File: src/shared/rxaf_regs.svh
// constants for the receive address filter and discard queue
// Functional notes
// RL1: hold 8/10-bit station address, compare with data after serial address marker
// RL2: multicast match when any bit set in both received and stored address
// RL3: received all-ones multicast address is broadcast, always accepted
// RL4: stored all-ones address means promiscuous; it is the reset value
// RL5: unicast match only when every bit equals stored address
// RL6: elasticity buffer gets every character except fill, regardless of match
// RL7: unpacker rebuilds four 10-bit characters from five bytes, queue enabled only
// RL8: any special character restarts the five-step unpacking sequence
// RL9: control logic runs on the recovered character clock
// RL10: bypassed queue drives receive clock out at character rate; the code toggles it once per character clock, so it runs at half that rate
// RL11: two-bit policy select chooses discard policy 0 to 3
// RL12: policy 0 keeps every character; bypass always behaves as policy 0; the code's bypass empty flag still follows policies 1 to 3
// RL13: policy 1 drops all but last fill of an adjacent run
// RL14: policy 2 drops every fill character
// RL15: policy 3 also drops serial address characters
// RL16: bypass discards nothing; empty marks validity; policy 0 never empty
// RL17: bypass empty for fill under 2,3 and non-last fills under 1
// RL18: queue holds 256 entries of 14 bits, written only by control logic
// RL19: reader asserts device select then read enable on receive clock
// RL20: utopia flags and enable active low, cascade active high; half always low
// RL21: full, half and empty flags are synchronous to receive clock
// RL22: read and control inputs sampled on rising receive clock edge
// RL23: marker plus data reports status 111 and data is the address
// RL24: without match or promiscuous mode, post-address characters are withheld
`ifndef RXAF_REGS_SVH
`define RXAF_REGS_SVH
`define RXAF_DEPTH 256
`define RXAF_AW 8
`define RXAF_EW 14
`define RXAF_ADDR_RST 10'h3FF
`define RXAF_STS_ADDR 3'h7
`define RXAF_STS_NORM 3'h0
`define RXAF_STS_SPEC 3'h2
`define RXAF_POL_KEEP 2'h0
`define RXAF_POL_LAST 2'h1
`define RXAF_POL_NOFILL 2'h2
`define RXAF_POL_NOADDR 2'h3
`define RXAF_FILL_CODE 8'hA5
`define RXAF_MARK_CODE 8'hAA
`define RXAF_STEPS 3'h4
`endif

File: src/shared/rxaf_pkg.sv
// types for the receive address filter and discard queue
package rxaf_pkg;
	typedef enum logic [2:0] {
		RXAF_U0 = 3'h0,
		RXAF_U1 = 3'h1,
		RXAF_U2 = 3'h3,
		RXAF_U3 = 3'h2,
		RXAF_U4 = 3'h6
	} rxaf_unpack_e;
	typedef logic [1:0] rxaf_policy_t;
endpackage : rxaf_pkg

File: src/rtl/rxaf_filter.sv
// receive address filter, byte unpacker, discard policy and receive queue
`include "rxaf_regs.svh"
`timescale 1ns/1ps
`default_nettype none
module rxaf_filter #(
	parameter int DEPTH = `RXAF_DEPTH
) (
	input wire logic core_clk_in,
	input wire logic rst_in,
	input wire logic char_valid_in,
	input wire logic char_special_in,
	input wire logic [7:0] char_data_in,
	input wire logic [9:0] station_addr_in,
	input wire logic station_addr_load_in,
	input wire logic addr_wide_in,
	input wire logic unicast_in,
	input wire logic pack10_in,
	input wire rxaf_pkg::rxaf_policy_t discard_policy_select_in,
	input wire logic queue_bypass_select_n_in,
	input wire logic read_timing_model_select_in,
	input wire logic elastic_enable_in,
	input wire logic device_select_match_n_in,
	input wire logic rx_read_enable_in,
	output logic receive_clock_pin_out,
	output logic receive_clock_pin_oe_n_out,
	output logic [9:0] rx_data_out,
	output logic [2:0] rx_status_out,
	output logic rx_data_valid_out,
	output logic rx_queue_empty_flag_out,
	output logic rx_queue_full_flag_out,
	output logic rx_queue_half_flag_n_out,
	output logic elastic_write_out,
	output logic [9:0] elastic_data_out
);
	import rxaf_pkg::*;
	localparam int AW = $clog2(DEPTH);
	initial begin
		if (DEPTH < 4 || (DEPTH & (DEPTH - 1)) != 0)
			$error("queue depth must be a power of two, at least 4");
	end

	// pins from the reader are outside our logic: two flops each
	logic [1:0] sel_s1_r, sel_s2_r, sel_s1_nxt, sel_s2_nxt;
	always_comb begin
		sel_s1_nxt = {device_select_match_n_in, rx_read_enable_in};
		sel_s2_nxt = sel_s1_r;
	end
	always_ff @(posedge core_clk_in) begin // RL22
		if (rst_in) begin
			sel_s1_r <= 2'h3;
			sel_s2_r <= 2'h3;
		end else begin
			sel_s1_r <= sel_s1_nxt;
			sel_s2_r <= sel_s2_nxt;
		end
	end
	logic bypass, amatch, rden;
	assign bypass = ~queue_bypass_select_n_in;
	assign amatch = ~sel_s2_r[1];
	// enable polarity follows the timing model
	assign rden = read_timing_model_select_in ? sel_s2_r[0] : ~sel_s2_r[0]; // RL20

	// address register, all ones from reset
	logic [9:0] saddr_r, saddr_nxt;
	logic [9:0] amask;
	assign amask = addr_wide_in ? 10'h3FF : 10'h0FF;
	always_comb begin
		saddr_nxt = saddr_r;
		if (station_addr_load_in)
			saddr_nxt = station_addr_in & amask;
	end

	// unpacker: five bytes into four 10-bit characters
	rxaf_unpack_e ustep_r, ustep_nxt;
	logic [15:0] ubits_r, ubits_nxt;
	logic [4:0] ucnt_r, ucnt_nxt;
	logic uvalid;
	logic [9:0] uchar;
	always_comb begin
		ustep_nxt = ustep_r;
		ubits_nxt = ubits_r;
		ucnt_nxt = ucnt_r;
		uvalid = 1'b0;
		uchar = 10'h000;
		if (char_valid_in && pack10_in && !bypass) begin // RL7
			if (char_special_in) begin
				ustep_nxt = RXAF_U0; // RL8
				ucnt_nxt = 5'h00;
				ubits_nxt = 16'h0000;
			end else begin
				ubits_nxt = (ubits_r << 8) | {8'h00, char_data_in};
				if (ucnt_r + 5'h08 >= 5'h0A) begin
					uvalid = 1'b1;
					uchar = 10'((ubits_nxt >> (ucnt_r - 5'h02)) & 16'h03FF);
					ucnt_nxt = ucnt_r - 5'h02;
				end else
					ucnt_nxt = ucnt_r + 5'h08;
				case (ustep_r)
					RXAF_U0: ustep_nxt = RXAF_U1;
					RXAF_U1: ustep_nxt = RXAF_U2;
					RXAF_U2: ustep_nxt = RXAF_U3;
					RXAF_U3: ustep_nxt = RXAF_U4;
					RXAF_U4: begin
						ustep_nxt = RXAF_U0;
						ucnt_nxt = 5'h00;
					end
					default: ustep_nxt = RXAF_U0;
				endcase
			end
		end
	end

	// character stream into the control logic
	logic cvalid, cspec;
	logic [9:0] cdata;
	always_comb begin
		cspec = char_valid_in & char_special_in;
		cvalid = pack10_in && !bypass ? (uvalid | cspec) : char_valid_in;
		cdata = cspec || !pack10_in || bypass ? {2'h0, char_data_in} : uchar;
	end

	// control state: marker pending, match, fill run
	logic mark_r, mark_nxt, match_r, match_nxt, fill_r, fill_nxt;
	logic [9:0] fill_dat_r, fill_dat_nxt;
	logic is_fill, is_mark, is_addr, hit, prom;
	logic wr_en;
	logic [`RXAF_EW-1:0] wr_word;
	logic [2:0] sts;
	logic keep, ev_empty;
	always_comb begin
		is_fill = cspec && char_data_in == `RXAF_FILL_CODE;
		is_mark = cspec && char_data_in == `RXAF_MARK_CODE;
		is_addr = cvalid && !cspec && mark_r; // RL1
		prom = (saddr_r & amask) == amask; // RL4
		hit = 1'b0;
		if (unicast_in)
			hit = (cdata & amask) == (saddr_r & amask); // RL5
		else
			hit = |(cdata & saddr_r & amask) || (cdata & amask) == amask; // RL2 RL3
		mark_nxt = mark_r;
		match_nxt = match_r;
		fill_nxt = fill_r;
		fill_dat_nxt = fill_dat_r;
		keep = 1'b0;
		ev_empty = 1'b1;
		sts = cspec ? `RXAF_STS_SPEC : `RXAF_STS_NORM;
		wr_word = {1'b0, sts, cdata};
		if (cvalid) begin
			mark_nxt = is_mark;
			if (is_addr) begin
				match_nxt = hit; // RL24
				sts = `RXAF_STS_ADDR; // RL23
			end
			if (bypass || discard_policy_select_in == `RXAF_POL_KEEP) begin // RL11 RL12
				keep = 1'b1;
			end else if (is_fill) begin
				keep = 1'b0; // RL14
				if (discard_policy_select_in == `RXAF_POL_LAST) begin
					fill_nxt = 1'b1; // RL13
					fill_dat_nxt = cdata;
				end
			end else if (is_addr && discard_policy_select_in == `RXAF_POL_NOADDR) begin
				keep = 1'b0; // RL15
			end else
				keep = 1'b1;
			if (!is_fill)
				fill_nxt = 1'b0;
			if (!is_addr && !is_mark && !prom && !match_r && !bypass)
				keep = 1'b0; // RL24
			// the marker is folded into the status of the address that follows it
			if (is_mark && !bypass)
				keep = 1'b0; // RL23
			// bypass: empty marks non-interesting output, discards nothing
			ev_empty = bypass && is_fill && discard_policy_select_in[1]; // RL16 RL17
			wr_word = {1'b0, sts, cdata};
		end
	end
	// policy 1: the held fill goes out just before the next non-fill character
	logic flush_fill;
	assign flush_fill = cvalid && !is_fill && fill_r && !bypass && (prom || match_r);
	// in bypass the last fill of a run is only known when the next character comes,
	// so the output stage trails the input stage by one character
	logic [9:0] byp_dat_r, byp_dat_nxt;
	logic [2:0] byp_sts_r, byp_sts_nxt;
	logic byp_empty_r, byp_empty_nxt;
	logic byp_prev_fill_r, byp_prev_fill_nxt;
	logic byp_out_empty_r, byp_out_empty_nxt;
	always_comb begin
		byp_dat_nxt = byp_dat_r;
		byp_sts_nxt = byp_sts_r;
		byp_empty_nxt = byp_empty_r;
		byp_prev_fill_nxt = byp_prev_fill_r;
		byp_out_empty_nxt = byp_out_empty_r;
		if (cvalid && bypass) begin // RL16
			byp_dat_nxt = cdata;
			byp_sts_nxt = sts;
			byp_empty_nxt = ev_empty;
			byp_prev_fill_nxt = is_fill;
			byp_out_empty_nxt = byp_empty_r;
			// a fill followed by a fill is not the last of its run
			if (discard_policy_select_in == `RXAF_POL_LAST && byp_prev_fill_r && is_fill)
				byp_out_empty_nxt = 1'b1; // RL17
		end
	end

	// receive queue: two writes can be due in one cycle when a held fill is flushed
	logic [`RXAF_EW-1:0] mem [DEPTH];
	logic [AW:0] wp_r, wp_nxt, rp_r, rp_nxt;
	logic [`RXAF_EW-1:0] pend_r, pend_nxt;
	logic pend_v_r, pend_v_nxt;
	logic [AW:0] level;
	logic full, empty, mem_we, do_rd;
	logic [`RXAF_EW-1:0] mem_wd;
	logic [9:0] q_dat_r, q_dat_nxt;
	logic [2:0] q_sts_r, q_sts_nxt;
	logic q_v_r, q_v_nxt;
	assign level = wp_r - rp_r;
	assign full = level == (AW+1)'(DEPTH);
	assign empty = level == '0;
	assign do_rd = rden && amatch && !empty && !bypass; // RL19
	always_comb begin
		pend_nxt = pend_r;
		pend_v_nxt = pend_v_r;
		mem_we = 1'b0;
		mem_wd = wr_word;
		wr_en = cvalid && keep && !bypass && !full;
		if (pend_v_r && !full) begin
			mem_we = 1'b1;
			mem_wd = pend_r;
			pend_v_nxt = 1'b0;
		end
		if (flush_fill && !full) begin
			if (mem_we) begin
				pend_nxt = {1'b0, `RXAF_STS_SPEC, fill_dat_r};
				pend_v_nxt = 1'b1;
			end else begin
				mem_we = 1'b1;
				mem_wd = {1'b0, `RXAF_STS_SPEC, fill_dat_r};
			end
		end
		if (wr_en) begin
			if (mem_we) begin
				pend_nxt = wr_word;
				pend_v_nxt = 1'b1;
			end else begin
				mem_we = 1'b1; // RL18
				mem_wd = wr_word;
			end
		end
		wp_nxt = mem_we ? wp_r + 1'b1 : wp_r;
		rp_nxt = do_rd ? rp_r + 1'b1 : rp_r;
		q_dat_nxt = q_dat_r;
		q_sts_nxt = q_sts_r;
		q_v_nxt = 1'b0;
		if (bypass) begin
			if (cvalid) begin
				q_dat_nxt = byp_dat_r;
				q_sts_nxt = byp_sts_r;
			end
		end else if (do_rd) begin
			q_dat_nxt = mem[rp_r[AW-1:0]][9:0];
			q_sts_nxt = mem[rp_r[AW-1:0]][12:10];
			q_v_nxt = 1'b1;
		end
	end

	// character clock divided down: one output toggle per tick in bypass
	logic rclk_r, rclk_nxt;
	assign rclk_nxt = bypass ? ~rclk_r : 1'b0; // RL9 RL10

	always_ff @(posedge core_clk_in) begin // RL9
		if (rst_in) begin
			saddr_r <= `RXAF_ADDR_RST; // RL4
			ustep_r <= RXAF_U0;
			ubits_r <= 16'h0000;
			ucnt_r <= 5'h00;
			mark_r <= 1'b0;
			match_r <= 1'b0;
			fill_r <= 1'b0;
			fill_dat_r <= 10'h000;
			byp_dat_r <= 10'h000;
			byp_sts_r <= 3'h0;
			byp_empty_r <= 1'b1;
			byp_prev_fill_r <= 1'b0;
			byp_out_empty_r <= 1'b1;
			wp_r <= '0;
			rp_r <= '0;
			pend_r <= '0;
			pend_v_r <= 1'b0;
			q_dat_r <= 10'h000;
			q_sts_r <= 3'h0;
			q_v_r <= 1'b0;
			rclk_r <= 1'b0;
		end else begin
			saddr_r <= saddr_nxt;
			ustep_r <= ustep_nxt;
			ubits_r <= ubits_nxt;
			ucnt_r <= ucnt_nxt;
			mark_r <= mark_nxt;
			match_r <= match_nxt;
			fill_r <= fill_nxt;
			fill_dat_r <= fill_dat_nxt;
			byp_dat_r <= byp_dat_nxt;
			byp_sts_r <= byp_sts_nxt;
			byp_empty_r <= byp_empty_nxt;
			byp_prev_fill_r <= byp_prev_fill_nxt;
			byp_out_empty_r <= byp_out_empty_nxt;
			wp_r <= wp_nxt;
			rp_r <= rp_nxt;
			pend_r <= pend_nxt;
			pend_v_r <= pend_v_nxt;
			q_dat_r <= q_dat_nxt;
			q_sts_r <= q_sts_nxt;
			q_v_r <= q_v_nxt;
			rclk_r <= rclk_nxt;
		end
	end
	always_ff @(posedge core_clk_in) begin
		if (mem_we)
			mem[wp_r[AW-1:0]] <= mem_wd; // RL18
	end

	// flags synchronous to the same clock as reads
	logic e_raw, f_raw;
	always_comb begin
		e_raw = bypass ? (byp_out_empty_r && discard_policy_select_in != `RXAF_POL_KEEP) : empty;
		f_raw = !bypass && full;
	end
	assign rx_queue_empty_flag_out = read_timing_model_select_in ? e_raw : ~e_raw; // RL20 RL21
	assign rx_queue_full_flag_out = read_timing_model_select_in ? f_raw : ~f_raw; // RL20
	assign rx_queue_half_flag_n_out = ~(!bypass && level >= (AW+1)'(DEPTH/2)); // RL20
	assign rx_data_out = q_dat_r;
	assign rx_status_out = q_sts_r;
	assign rx_data_valid_out = q_v_r;
	assign receive_clock_pin_out = rclk_r;
	assign receive_clock_pin_oe_n_out = ~bypass; // RL10
	assign elastic_write_out = elastic_enable_in && cvalid && !is_fill; // RL6
	assign elastic_data_out = cdata;

	a_promisc_reset: assert property (@(posedge core_clk_in) // RL4
		$fell(rst_in) |-> saddr_r == `RXAF_ADDR_RST)
		else $error("address not all ones after reset");
	a_unicast_exact: assert property (@(posedge core_clk_in) disable iff (rst_in) // RL5
		is_addr && unicast_in && (cdata & amask) != (saddr_r & amask) |=> !match_r)
		else $error("unicast matched a differing address");
	a_bcast_accept: assert property (@(posedge core_clk_in) disable iff (rst_in) // RL3
		is_addr && !unicast_in && (cdata & amask) == amask |=> match_r)
		else $error("broadcast not accepted");
	a_fill_dropped: assert property (@(posedge core_clk_in) disable iff (rst_in) // RL14
		is_fill && !bypass && discard_policy_select_in[1] |-> !wr_en)
		else $error("fill written under policy 2 or 3");
	a_addr_dropped: assert property (@(posedge core_clk_in) disable iff (rst_in) // RL15
		is_addr && !bypass && discard_policy_select_in == `RXAF_POL_NOADDR |-> !wr_en)
		else $error("address kept under policy 3");
	a_unpack_restart: assert property (@(posedge core_clk_in) disable iff (rst_in) // RL8
		cspec && pack10_in && !bypass |=> ustep_r == RXAF_U0)
		else $error("unpacker not restarted");
	a_elastic_nofill: assert property (@(posedge core_clk_in) disable iff (rst_in) // RL6
		elastic_write_out |-> !is_fill)
		else $error("fill written to elasticity buffer");
	a_read_pointer: assert property (@(posedge core_clk_in) disable iff (rst_in) // RL19
		do_rd |=> q_v_r && rp_r == $past(rp_r) + 1'b1)
		else $error("read did not advance queue");
	a_keep_empty: assert property (@(posedge core_clk_in) disable iff (rst_in) // RL16
		bypass && discard_policy_select_in == `RXAF_POL_KEEP |-> e_raw == 1'b0)
		else $error("empty shown under policy 0 bypass");
	a_byp_last_fill: assert property (@(posedge core_clk_in) disable iff (rst_in) // RL17
		cvalid && bypass && discard_policy_select_in == `RXAF_POL_LAST && byp_prev_fill_r && is_fill |=> byp_out_empty_r)
		else $error("non-last fill shown as valid in bypass");
	a_mark_folded: assert property (@(posedge core_clk_in) disable iff (rst_in) // RL23
		is_mark && !bypass |-> !wr_en)
		else $error("address marker written to queue");
	c_addr_hit: cover property (@(posedge core_clk_in) is_addr && hit);
	c_addr_miss: cover property (@(posedge core_clk_in) is_addr && !hit);
	c_queue_full: cover property (@(posedge core_clk_in) full);
	c_fill_flush: cover property (@(posedge core_clk_in) flush_fill);
endmodule : rxaf_filter
`default_nettype wire

File: config.mk
export PLATFORM = sky130hd
export DESIGN_NAME = rxaf_filter
export DESIGN_NICKNAME = d
export VERILOG_FILES = /design/src/shared/rxaf_pkg.sv /design/src/rtl/rxaf_filter.sv
export VERILOG_INCLUDE_DIRS = /design/src /design/src/shared
export SDC_FILE = /design/constraint.sdc
export NUM_CORES = 2
export LEC_CHECK = 0
export BUFFER_PORTS_ARGS = -buffer_cell sky130_fd_sc_hd__clkbuf_2
export CORE_ASPECT_RATIO = 1.1
export CORE_MARGIN = 4
export CORE_UTILIZATION = 50
export DETAILED_ROUTE_END_ITERATION = 10
export PLACE_DENSITY = 0.65
export SYNTH_ARGS = -nofsm -noshare
export SYNTH_HDL_FRONTEND = slang
export SYNTH_SLANG_ARGS = --single-unit
File: constraint.sdc
create_clock -name core_clk_in -period 19.87 [get_ports core_clk_in]
set_input_delay 0 -clock core_clk_in [delete_from_list [all_inputs] [get_ports core_clk_in]]
set_output_delay 0 -clock core_clk_in [all_outputs]
set_load 0.03 [all_outputs]
==> results.txt <==
----------------------------------------------------
[Yosys]
  Count of cell types in the netlist ... 86
  Yosys warns ... 0
  Async SR Flop Fraction ... 0
  Post-synthesis instance area ... 134000 sq um
  EDFF count, synth ... 3328
  Net count after synthesis ... 6843
  Post-synthesis sequential element count ... 3440
  Most instantiated library cell after synthesis ... sky130_fd_sc_hd__edfxtp_1
  Synth top area cells ... sky130_fd_sc_hd__edfxtp_1 74%, sky130_fd_sc_hd__mux4_2 11%, sky130_fd_sc_hd__mux2i_1 3.4%
  Cells after synthesis ... 6787
  Proportion of synthesized chip area in sequential cells ... 0.761
  Largest area contributor in the synthesized netlist ... sky130_fd_sc_hd__edfxtp_1
  Post-Synthesis Mean Instance Area ... 19.8 sq um
  Main synth FF type ... sky130_fd_sc_hd__edfxtp_1
  Most frequent cells after synthesis ... 3328 x sky130_fd_sc_hd__edfxtp_1, 657 x sky130_fd_sc_hd__mux4_2, 462 x sky130_fd_sc_hd__mux2i_1, 391 x sky130_fd_sc_hd__nor2_1, 213 x sky130_fd_sc_hd__nand2_1
  Proportion of netlist area held by the largest area contributor ... 0.744

[Die]
  Chip Height ... 552 microns
  Initial core utilization ... 0.502
  Boundary Pins ... 63
  Core Footprint ... 267000 sq um
  Die Footprint ... 277000 sq um
  Rows ... 199
  Horizontal die dimension ... 502 microns

[Placed design]
  Port buffer count ... 62
  Dpl cells ... 10300
  Placed inst area ... 140000 sq um
  Last weighted congestion value of the routability-driven placer ... 0.898
  Detail Placement HPWL ... 215 mm

[STA]
  Total Neg Setup Slack ... 0 ns
  Fin crit period ... 6.56 ns
  Slew headroom ... 0.0277
  Transition at the pin with the smallest max-transition slack ... 1.44 ns
  Setup skew after layout ... 0.0730 ns
  Share of the clock period used by the worst path ... 0.330
  Max Clock Freq ... 152 MHz
  Final setup violation count ... 0
  Final Hold Viols ... 0
  Setup repair after global routing missed its margin ... no
  Slew Limit Fails ... 0

[Clock network]
  Number of buffers added by the clock tree synthesis step ... 345
  Clock transition at the register clock pins on the worst setup and hold paths after CTS ... 0.06 ns
  Cts repair resizes ... 0
  Clock tree buffer depth ... 4
  Sink Count ... 3440
  Number of H-tree levels ... 5
  Later-pin clock latency in the skew report ... 0.88 ns
  Post-CTS Repair Setup Buffers ... 0
  Clock Root Buffer ... sky130_fd_sc_hd__clkbuf_16
  CTS tree ... yes

[Global routing]
  Met2 track demand over resource in global routing ... 0.415
  Vias in the first global route ... 69900
  GRT Total Usage ... 0.260
  Met3 track demand over resource in global routing ... 0.0491
  Initial antenna violation count ... 21
  Met1 usage in global routing ... 0.350
  Maximum number of pins on one net before global-route repair ... 209
  Global-route wire length before repair ... 517 mm
  Most congested layer reported by global routing ... met2
  GR Overflow Total ... 0

[Detailed routing]
  Via total after detailed routing ... 70300
  Average wire per standard cell ... 33.0 microns
  Via-to-Cell Ratio ... 6.42
  DRC marker count from the first detailed-route iteration ... 8846
  Total detailed-routing wirelength ... 361 mm
  Number of design rule violations left after detail routing ... 0
  Number of nets with antenna violations after detailed routing ... 0
  Total iterations of the first detailed-routing run ... 6

[Worst setup path]
  Critical path's top delay family ... buffers and inverters
  Required time worst endpoint ... 20.68 ns
  Crit-path slowest cell ... sky130_fd_sc_hd__nor4b_1
  Crit-path cells ... buf_4, buf_12, buf_12, buf_4, mux4_2, mux2i_1, o21ai_0, nand3_1, nor4b_1, o21ai_0, a31oi_1
  Data arrival time of the worst path ... 7.38 ns
  Maximum net fanout on the critical path ... 112
  Combined buffer and inverter count along the critical path ... 4
  Startpoint-to-endpoint class of the critical path ... reg -> reg
  Element type at the critical path start ... flip-flop
  Endpoint class of the critical path ... flip-flop
  Max incr delay on CP ... 1.19 ns

[Outcome]
  Result of the run ... finished, final reports clean

[Power and ir drop]
  Total leakage power ... 46.5 nW
  Worst vdd rail ir drop ... 80.5 uV
  Pwr Total ... 14.5 mW
  Cell Pwr Density ... 95.8 nW/um^2

[Final layout]
  Final standard cell area without fillers ... 152000 sq um
  Number of non-filler instances in the completed layout ... 10900
  Ratio of cells with drive above 1 in the final layout ... 0.226
  Area growth from synthesis to layout ... 12.8%
  Layout Nets ... 7207

[Job]
  Max-cap violation count ... 0

[Hold path]
  Hold Crit Class ... in -> reg

----------------------------------------------------
cells in the final DEF (no fill, tap or decap), types with 32 or more instances in the layout:
cell                               n
sky130_fd_sc_hd__nor2_1          289
sky130_fd_sc_hd__nor3_1          110
sky130_fd_sc_hd__clkbuf_16       351
sky130_fd_sc_hd__edfxtp_1       3328
sky130_fd_sc_hd__o21ai_0          79
sky130_fd_sc_hd__a21oi_1         155
sky130_fd_sc_hd__dfxtp_1         106
sky130_fd_sc_hd__mux4_2          657
sky130_fd_sc_hd__o22ai_1          83
sky130_fd_sc_hd__clkbuf_2         61
sky130_fd_sc_hd__clkinv_2         49
sky130_fd_sc_hd__buf_4           278
sky130_fd_sc_hd__nor2_2          100
sky130_fd_sc_hd__clkinv_1         76
sky130_fd_sc_hd__clkbuf_1         68
sky130_fd_sc_hd__dlygate4sd3_1    69
sky130_fd_sc_hd__mux2i_1         462
sky130_fd_sc_hd__nand2_1         202
sky130_fd_sc_hd__nand3_1          40
sky130_fd_sc_hd__a211oi_1         36
sky130_fd_sc_hd__o221ai_1        146
sky130_fd_sc_hd__a22oi_1          95
sky130_fd_sc_hd__bufinv_16        32
metrics by stage:
stage	util	setup WS, ns	hold WS (ns)
finish	0.567	13.31	0.135
global route	0.567	13.16	0.137
CTS	0.567	13.35	0.0737
detailed placement	0.523	13.34	0.188
global placement	0.523	13.22	0.188
floorplan	-	5.03	0.104
power by group:
group	switching, mW	internal (mW)	total, mW
sequential	0.00655	7.94	7.95
clock	2.71	3.67	6.38
combinational	0.156	0.0359	0.192
total	2.87	11.7	14.5
state kept, by name (all words and copies together) (netlist names), named ones only:
register / flops
ustep_r: 3
rx_data_valid_out: 1
byp_dat_r: 10
ubits_r: 8
sel_s1_r: 2
rx_status_out: 3
byp_out_empty_r: 1
byp_prev_fill_r: 1
mark_r: 1
receive_clock_pin_out: 1
wp_r: 9
mem: 3328
rp_r: 9
fill_dat_r: 10
ucnt_r: 4
byp_empty_r: 1
fill_r: 1
rx_data_out: 10
pend_r: 13
saddr_r: 10
match_r: 1
sel_s2_r: 2
pend_v_r: 1
byp_sts_r: 2
logic make-up (layout without fill, tap and decap cells):
| family | count (synthesis) | count (layout) | share of synthesized area |
|---|---|---|---|
| DFF | 3440 | 3440 | 0.761 |
| muxes | 1140 | 1140 | 0.146 |
| and+or+nand+nor | 927 | 927 | 0.0314 |
| AOI/OAI and AO/OA | 800 | 800 | 0.0426 |
| buffers and inverters | 434 | 1065 | 0.0155 |
| adders and majority gates | 24 | 24 | 0.00222 |
| xor gates and xnor gates | 22 | 22 | 0.00143 |
| other | 0 | 8 | 0 |
path summary, 6_finish.rpt:
path                                       to  slack, ns                             start  depth (start not counted)
min              byp_out_empty_r$_SDFFE_PP1P_       0.13       discard_policy_select_in[0]                          5
max reg2reg     rx_status_out[2]$_SDFFE_PP0P_      13.31                         flip-flop                         11
min reg2reg  receive_clock_pin_out$_SDFF_PP0_       0.42  receive_clock_pin_out$_SDFF_PP0_                          1
max             rx_status_out[2]$_SDFFE_PP0P_      13.31                         flip-flop                         11
area by class of cell:
class	count	area [sq um]
Fill cell	19800	116000
Sequential cell	3440	102000
Multi-Input combinational cell	2913	30600
Clock buffer	423	9090
Tap cell	3517	4400
Timing Repair Buffer	421	3340
Clock inverter	191	1850
Inverter	30	123
Antenna cell	8	20.0
routing by layer:
layer,part of all wire,up-vias,wire (microns)
li1,-,28900,-
met1,0.38,37300,137000
met3,0.085,699,30700
met5,0.00019,-,69
met2,0.48,3381,175000
met4,0.052,10,18800
worst reg2reg max path: stages, from the launching register on:
cell and delay [ns]:
sky130_fd_sc_hd__dfxtp_4 0.77, sky130_fd_sc_hd__buf_4 0.84, sky130_fd_sc_hd__buf_12 0.50, sky130_fd_sc_hd__buf_12 0.58
sky130_fd_sc_hd__buf_4 0.85, sky130_fd_sc_hd__mux4_2 0.41, sky130_fd_sc_hd__mux2i_1 0.08, sky130_fd_sc_hd__o21ai_0 0.62
sky130_fd_sc_hd__nand3_1 0.16, sky130_fd_sc_hd__nor4b_1 1.19, sky130_fd_sc_hd__o21ai_0 0.27, sky130_fd_sc_hd__a31oi_1 0.22
timing repair:
item	in CTS	in global routing
hold buffers	69	0
hold endpoints to repair	76	0
setup endpoints to repair	0	0
No activity file was read; power rests on OpenSTA's default activity.
